===== src/include/dapr_pkg.sv =====
// Package with register map, field positions and reset values for the DAC power/readback block
package dapr_pkg;
  localparam logic [7:0] ADDR_POWER = 8'h00;
  localparam logic [7:0] ADDR_MODE = 8'h01;
  localparam logic [7:0] ADDR_CABLE = 8'h10;
  localparam logic [7:0] ADDR_RB0 = 8'h12;
  localparam logic [7:0] ADDR_RB1 = 8'h13;
  localparam logic [7:0] ADDR_RB2 = 8'h14;
  localparam logic [7:0] ADDR_RB3 = 8'h15;
  localparam logic [7:0] ADDR_RB4 = 8'h16;
  localparam logic [7:0] ADDR_RESET = 8'h17;
  localparam int BIT_SENSE1 = 0;
  localparam int BIT_SENSE2 = 1;
  localparam int BIT_SENSE_EN = 2;
  localparam int BIT_AUTO_PD = 4;
  localparam int BIT_SOFT_RST = 1;
  localparam int BIT_PORT_SPI = 0;
  localparam int BIT_COMPONENT = 0;
  localparam logic [2:0] POWER_RESET = 3'h0;
  localparam logic [2:0] CABLE_CTRL_RESET = 3'h0;
  localparam logic [1:0] SENSE_RESET = 2'h3;
  localparam logic MODE_RESET = 1'b0;
  localparam int POR_CYCLES = 16;
  localparam logic [4:0] POR_LAST = 5'(POR_CYCLES - 1);
endpackage


===== src/hw/dapr_top.sv =====
// DAC auto power-down, input readback and reset control
//
// The register addresses and register access over Avalon-MM were left to the implementer.
`timescale 1ns/10ps
// Operation
// - Auto power-down enable at 0x10 bit 4
// - Auto power-down needs cable sensing enabled
// - Sample DAC connection once per frame
// - Composite: DAC1 open powers DAC1 only
// - Composite: DAC2 open powers DAC2 and DAC3
// - Component: DAC1 open powers all three
// - Sensed state holds for whole frame
// - Pin levels readable at 0x12 to 0x16
// - Write 1 to 0x17 bit 1 resets registers
// - Software reset bit clears itself
// - Software reset keeps SPI port mode
// - Power-on reset initialises registers, DAC power and port mode
// - Sense results to 0x10 bits 0, 1
// - Only powered DACs are monitored
module dapr_top (
  input wire logic ref_clk,
  input wire logic rst,
  input wire logic [7:0] avs_address,
  input wire logic avs_read,
  input wire logic avs_write,
  input wire logic [31:0] avs_writedata,
  output logic [31:0] avs_readdata,
  output logic avs_waitrequest,
  input wire logic frame_start,
  input wire logic [1:0] cable_absent,
  input wire logic spi_select,
  input wire logic [9:0] pix_s,
  input wire logic [9:0] pix_y,
  input wire logic [9:0] pix_c,
  input wire logic [4:0] sync_blank_n,
  input wire logic subcarrier_lock_serial_out_pin,
  output logic [2:0] dac_power_on,
  output logic port_spi_mode
);

  // Power-on reset: counter starts at zero from the flop init value
  logic [4:0] por_cnt_reg = 5'h00;
  logic por_done_reg = 1'b0;
  logic soft_rst_reg;
  logic regs_rst;

  always_ff @(posedge ref_clk)
  begin
    if (!por_done_reg)
    begin
      por_cnt_reg <= por_cnt_reg + 5'h01;
      if (por_cnt_reg == dapr_pkg::POR_LAST)
        por_done_reg <= 1'b1;
    end
  end

  assign regs_rst = rst || !por_done_reg || soft_rst_reg;

  // Two-stage synchronisers for pins
  logic [35:0] pin_meta_reg;
  logic [35:0] pin_sync_reg;
  logic [1:0] sense_meta_reg;
  logic [1:0] sense_sync_reg;
  logic [1:0] frame_meta_reg;
  logic frame_sync_reg;
  logic frame_prev_reg;
  logic spi_meta_reg;
  logic spi_sync_reg;
  logic frame_pulse;

  always_ff @(posedge ref_clk)
  begin
    pin_meta_reg <= {subcarrier_lock_serial_out_pin, sync_blank_n, pix_c, pix_y, pix_s};
    pin_sync_reg <= pin_meta_reg;
    sense_meta_reg <= cable_absent;
    sense_sync_reg <= sense_meta_reg;
    frame_meta_reg <= {frame_meta_reg[0], frame_start};
    frame_sync_reg <= frame_meta_reg[0];
    frame_prev_reg <= frame_sync_reg;
    spi_meta_reg <= spi_select;
    spi_sync_reg <= spi_meta_reg;
  end

  assign frame_pulse = frame_sync_reg && !frame_prev_reg;

  // Registers
  logic [2:0] power_ctrl_reg;
  logic component_mode_reg;
  logic auto_pd_reg;
  logic sense_en_reg;
  logic [1:0] sense_reg;
  logic wr_acc;
  logic rd_acc;

  // A write lands at the edge where the master samples waitrequest low
  assign wr_acc = avs_write && !avs_waitrequest;
  assign rd_acc = avs_read && avs_waitrequest;

  always_ff @(posedge ref_clk)
  begin
    if (regs_rst)
    begin
      power_ctrl_reg <= dapr_pkg::POWER_RESET;
      component_mode_reg <= dapr_pkg::MODE_RESET;
      auto_pd_reg <= 1'b0;
      sense_en_reg <= 1'b0;
    end
    else if (wr_acc)
    begin
      if (avs_address == dapr_pkg::ADDR_POWER)
        power_ctrl_reg <= avs_writedata[2:0];
      if (avs_address == dapr_pkg::ADDR_MODE)
        component_mode_reg <= avs_writedata[dapr_pkg::BIT_COMPONENT];
      if (avs_address == dapr_pkg::ADDR_CABLE)
      begin
        auto_pd_reg <= avs_writedata[dapr_pkg::BIT_AUTO_PD];
        sense_en_reg <= avs_writedata[dapr_pkg::BIT_SENSE_EN];
      end
    end
  end

  // Self-clearing software reset pulse
  always_ff @(posedge ref_clk)
  begin
    if (rst || !por_done_reg)
      soft_rst_reg <= 1'b0;
    else
      soft_rst_reg <= wr_acc && (avs_address == dapr_pkg::ADDR_RESET)
                      && avs_writedata[dapr_pkg::BIT_SOFT_RST];
  end

  // Port mode survives software reset; only power-on or hard reset returns to I2C
  always_ff @(posedge ref_clk)
  begin
    if (rst || !por_done_reg)
      port_spi_mode <= 1'b0;
    else if (spi_sync_reg)
      port_spi_mode <= 1'b1;
  end

  // Frame sampling of cable sense
  logic mon1;
  logic mon2;
  assign mon1 = sense_en_reg && power_ctrl_reg[0];
  assign mon2 = sense_en_reg && power_ctrl_reg[1] && !component_mode_reg;

  always_ff @(posedge ref_clk)
  begin
    if (regs_rst)
      sense_reg <= dapr_pkg::SENSE_RESET;
    else if (frame_pulse)
    begin
      if (mon1)
        sense_reg[0] <= sense_sync_reg[0];
      if (mon2)
        sense_reg[1] <= sense_sync_reg[1];
    end
  end

  // DAC power decision
  logic auto_active;
  logic [2:0] auto_mask;
  logic [1:0] open_now;
  assign auto_active = auto_pd_reg && sense_en_reg;
  assign open_now = {mon2 && sense_sync_reg[1], mon1 && sense_sync_reg[0]};

  always_comb
  begin
    auto_mask = 3'h7;
    if (component_mode_reg)
    begin
      if (open_now[0])
        auto_mask = 3'h0;
    end
    else
    begin
      if (open_now[0])
        auto_mask[0] = 1'b0;
      if (open_now[1])
        auto_mask[2:1] = 2'h0;
    end
  end

  logic [2:0] auto_mask_reg;
  always_ff @(posedge ref_clk)
  begin
    if (regs_rst)
      auto_mask_reg <= 3'h7;
    else if (frame_pulse)
      auto_mask_reg <= auto_mask;
  end

  always_ff @(posedge ref_clk)
  begin
    if (regs_rst)
      dac_power_on <= 3'h0;
    else if (!auto_active)
      dac_power_on <= power_ctrl_reg;
    else
      dac_power_on <= power_ctrl_reg & auto_mask_reg;
  end

  // Avalon slave: one wait cycle, answer on the second
  always_ff @(posedge ref_clk)
  begin
    if (rst)
      avs_waitrequest <= 1'b1;
    else if (!avs_waitrequest)
      avs_waitrequest <= 1'b1;
    else
      avs_waitrequest <= !((avs_read || avs_write) && !regs_rst);
  end

  always_ff @(posedge ref_clk)
  begin
    if (rst)
      avs_readdata <= 32'h0000_0000;
    else if (rd_acc)
    begin
      unique case (avs_address)
        dapr_pkg::ADDR_POWER: avs_readdata <= {29'h0, power_ctrl_reg};
        dapr_pkg::ADDR_MODE: avs_readdata <= {31'h0, component_mode_reg};
        dapr_pkg::ADDR_CABLE: avs_readdata <= {27'h0, auto_pd_reg, 1'b0, sense_en_reg,
                                               sense_reg};
        dapr_pkg::ADDR_RB0: avs_readdata <= {24'h0, pin_sync_reg[7:0]};
        dapr_pkg::ADDR_RB1: avs_readdata <= {24'h0, pin_sync_reg[15:8]};
        dapr_pkg::ADDR_RB2: avs_readdata <= {24'h0, pin_sync_reg[23:16]};
        dapr_pkg::ADDR_RB3: avs_readdata <= {24'h0, pin_sync_reg[31:24]};
        dapr_pkg::ADDR_RB4: avs_readdata <= {28'h0, pin_sync_reg[35:32]};
        dapr_pkg::ADDR_RESET: avs_readdata <= {30'h0, 1'b0, port_spi_mode};
        default: avs_readdata <= 32'h0000_0000;
      endcase
    end
  end

  // Assertions
  a_soft_rst_clear: assert property (@(posedge ref_clk) disable iff (rst)
    soft_rst_reg |=> !soft_rst_reg) else $error("soft reset not self clearing");
  a_soft_rst_regs: assert property (@(posedge ref_clk) disable iff (rst)
    soft_rst_reg |=> power_ctrl_reg == 3'h0 && !auto_pd_reg)
    else $error("soft reset left registers");
  a_spi_kept: assert property (@(posedge ref_clk) disable iff (rst)
    port_spi_mode && por_done_reg |=> port_spi_mode) else $error("spi mode lost");
  a_mask_stable: assert property (@(posedge ref_clk) disable iff (rst || regs_rst)
    !frame_pulse |=> $stable(auto_mask_reg)) else $error("mask changed mid frame");
  a_manual_power: assert property (@(posedge ref_clk) disable iff (rst || regs_rst)
    !auto_active ##1 !auto_active && $stable(power_ctrl_reg) |-> dac_power_on == power_ctrl_reg)
    else $error("power not following register");
  a_no_sense_off: assert property (@(posedge ref_clk) disable iff (rst)
    !sense_en_reg && !regs_rst |=> dac_power_on == $past(power_ctrl_reg))
    else $error("power down without sensing");
  a_power_subset: assert property (@(posedge ref_clk) disable iff (rst)
    (dac_power_on & ~$past(power_ctrl_reg)) == 3'h0) else $error("dac on without bit");
  a_comp_all_off: assert property (@(posedge ref_clk) disable iff (rst || regs_rst)
    frame_pulse && component_mode_reg && open_now[0] |=> auto_mask_reg == 3'h0)
    else $error("component power down wrong");
  a_sense_update: assert property (@(posedge ref_clk) disable iff (rst || regs_rst)
    frame_pulse && mon1 |=> sense_reg[0] == $past(sense_sync_reg[0]))
    else $error("sense bit not updated");
  a_bus_answer: assert property (@(posedge ref_clk) disable iff (rst)
    (avs_read || avs_write) && avs_waitrequest && !regs_rst |=> !avs_waitrequest)
    else $error("no bus answer");

endmodule


===== config.mk =====
export PLATFORM = sky130hd
export DESIGN_NAME = dapr_top
export DESIGN_NICKNAME = d
export VERILOG_FILES = /design/src/include/dapr_pkg.sv /design/src/hw/dapr_top.sv
export SDC_FILE = /design/constraint.sdc
export NUM_CORES = 1
export LEC_CHECK = 0
export ABC_AREA = 1
export BUFFER_PORTS_ARGS = -buffer_cell sky130_fd_sc_hd__clkbuf_2
export CAP_MARGIN = 20
export CORE_MARGIN = 2
export CORE_UTILIZATION = 39
export DETAILED_ROUTE_END_ITERATION = 8
export PLACE_DENSITY = 0.67
export SLEW_MARGIN = 20
export SYNTH_ARGS = -nofsm -noshare
export SYNTH_HDL_FRONTEND = slang
export SYNTH_SLANG_ARGS = --single-unit

===== constraint.sdc =====
create_clock -name ref_clk -period 1.2 [get_ports ref_clk]
set_input_delay 0.12 -clock ref_clk [delete_from_list [all_inputs] [get_ports ref_clk]]
set_output_delay 0.12 -clock ref_clk [all_outputs]
set_load 0.005 [all_outputs]

==> impl_metrics.yaml <==
status:
  run_status: "finished with violations"
  violations: "negative setup slack"
synthesis:
  syn_area_sq_um: 3510
  synth_edf_count: 5
  synth_top_cell_by_area: "dfxtp_1"
  ys_seq_area_frac: 0.648
  ys.flop_type: "dfxtp_1"
  ys_types: 30
  yosysMostFrequentCell: "dfxtp_1"
  avgSynthCellArea_sq_um: 9.94
  synth_top_cell_area_share: 0.605
  synthCells: 353
  ys_async_sr_fraction: 0
  ys_warn_count: 0
  ys_top_cells_by_count: "106 x dfxtp_1, 63 x nand2_1, 31 x nand3_1"
  synth_area_leaders: "dfxtp_1 61%, nand2_1 6.7%, buf_4 5.1%, nand3_1 4.4%, edfxtp_1 4.3%"
  ys_ff_latch: 111
grt:
  grt_max_degree: 20
  grt_pass1_vias: 2560
  grt_use_total: 0.152
  grt_overflow_total: 0
  grt_pass1_wl_um: 11500
  antenna_found_initial: 0
layout:
  antenna_cells: 0
  drive_gt1_frac: 0.283
  areaGrowthSynthToFinish_pct: 35.2
  final_util: 0.544
  final_nets: 583
  fin_area_sq_um: 4740
  final_cells: 610
critical_path:
  reg2reg_slack_ns: -0.06
  worst_r2r_path_depth: 5
  reg2reg_to: "por_cnt_reg[4]"
  critical_path_class: "flop to flop"
  worstPathArrival_ns: 1.40
  critPathCaptureType: "flop"
  cp_max_fo: 2
  start_kind: "flop"
  r2r_start: "por_cnt_reg[1]"
  crit_required_ns: 1.34
hold_path:
  hold_class: "input pin to flop"
  hold-path-endpoint: "soft_rst_reg"
  hold_path.startpoint: "avs_writedata[1]"
  whs_path_depth: 3
cts:
  htree_num_levels: 3
  clk_latency_ns: 0.37
  cts_sinks: 111
  clk_path_buf_depth: 2
  cts-buffers-inserted: 9
  root_buffer: "clkbuf_8"
  clkTransAtPathRegs_ns: 0.10
  cts_tree: "yes"
drt:
  wl_met2_um: 3510
  drc: 0
  dr_wl_met3_um: 407
  drtAntennaViolNets: 0
  drt_iter0_drc: 114
  wl_um: 6880
  vias_per_cell: 4.32
  wl_per_cell_um: 11.3
  wl_met1_um: 2870
  dr.pass1.iters: 5
  maxUsedRoutingLayer: "met4"
  dr_total_vias: 2633
power_and_ir_drop:
  max-vdd-ir-drop_mv: 1.08
  p_int_mw: 4.87
  p_sw_mw: 1.46
  seq_power_share: 0.615
  power.density_nw_per_um2: 1340
  combPwrFrac: 0.064
  p_clk_frac: 0.320
  leakage_nw: 2.21
  sw_frac_of_total: 0.231
timing:
  timing.fmax_mhz: 795
  drv_slew: 0
  setup_violations: 2
  finalClockSkew_ns: 0.00705
  finalHoldViolCount: 0
  hold_ws_ns: 0.0149
  rsz0062_at_grt: "true"
  post-route-period-util: 1.05
  fin_ws_ns: -0.0577
  layout_min_cycle_time_ns: 1.26
placed_design:
  dpl_cell_area_sq_um: 4080
  dp.final_hpwl_um: 4860
  preCtsSetupSlack_ns: -0.129
  gp_congestion: 0.911
  portBuffers: 68
  place_inst: 550
floorplanning:
  die_w_um: 98.8
  fp.dieH_um: 98.8
  start_util: 0.402
  ios: 121
  rows: 34
  core_region_area_sq_um: 8720
  die_area_sq_um: 9770
run:
  drv_cap: 0
-- routing by layer --
metal | vias up | global-route usage
li1 | 1371 | -
met3 | 9 | 0.0511
met4 | 0 | 0.0474
met1 | 1171 | 0.176
met2 | 82 | 0.264
met5 | - | 0
-- layout make-up --
cell class	count	area [sq um]
sequential	111	2270
inverter	32	120
timing repair buffer	136	983
fill	761	3980
multi-input combinational	207	1050
tap	108	135
clock buffer	10	128
clock inverter	6	55.1
-- power by group through the flow --
stage / registers [mW] / clock network (mW) / logic (mW)
6_report: 3.90 / 2.03 / 0.406
4_1_cts: 3.90 / 2.08 / 0.397
2_1_floorplan: 3.97 / 0 / 0.176
3_3_place_gp: 3.98 / 0 / 0.281
5_1_grt: 3.91 / 2.26 / 0.450
3_5_place_dp: 3.98 / 0 / 0.288
-- through the flow --
| step | TNS (ns) | power (mW) |
|---|---|---|
| after CTS | -0.139 | 6.38 |
| after global routing | -0.166 | 6.62 |
| after detailed placement | -1.33 | 4.27 |
| after floorplan | 0 | 4.15 |
| after global placement | -0.688 | 4.26 |
| final | -0.0755 | 6.33 |
-- worst max path at each step --
stage	to	from	slack, ns
after floorplan	por_done_reg	por_cnt_reg[0]	0.004
after global placement	avs_readdata[2]	avs_address[5]	-0.10
after detailed placement	avs_readdata[4]	avs_address[7]	-0.13
after CTS	por_done_reg	por_cnt_reg[0]	-0.07
after global routing	por_cnt_reg[4]	por_cnt_reg[1]	-0.10
final	por_cnt_reg[4]	por_cnt_reg[1]	-0.06
-- worst max-delay path, stage by stage (launching register included) --
cell	delay, ns
edfxtp_1	0.42
ha_2	0.22
nand2_2	0.08
nor2_4	0.04
ha_4	0.25
inv_2	0.02
-- placed cells by master (no fill, tap or decap), drive strengths merged --
master       instances
a21oi               14
a31oi                1
and3                 1
buf                 25
clkbuf              78
clkinv               2
clkinvlp             2
conb                24
dfxtp              106
dlygate4sd3         43
edfxtp               5
ha                   2
inv                 34
nand2               67
nand3               32
nand4                9
nor2                34
nor3                 8
nor4                 1
o211ai               1
o21ai               10
or2                  1
xor2                 2
-- repair_timing --
action,4_1_cts,5_1_grt
hold buffers,43,0
hold endpoints to repair,42,0
setup buffers,0,1
pin swaps,1,3
gates resized for setup,1,16
endpoints found under the setup margin,5,9
-- cells by family after synthesis --
group / count (synthesis) / synth area share
other cells: 1 / 0.00107
simple gates: 153 / 0.205
xor+xnor: 2 / 0.00500
compound gates: 26 / 0.0425
flops: 111 / 0.648
fa+ha+maj: 2 / 0.00713
buf+inv: 58 / 0.0913
(Power assumes the default switching activity.)
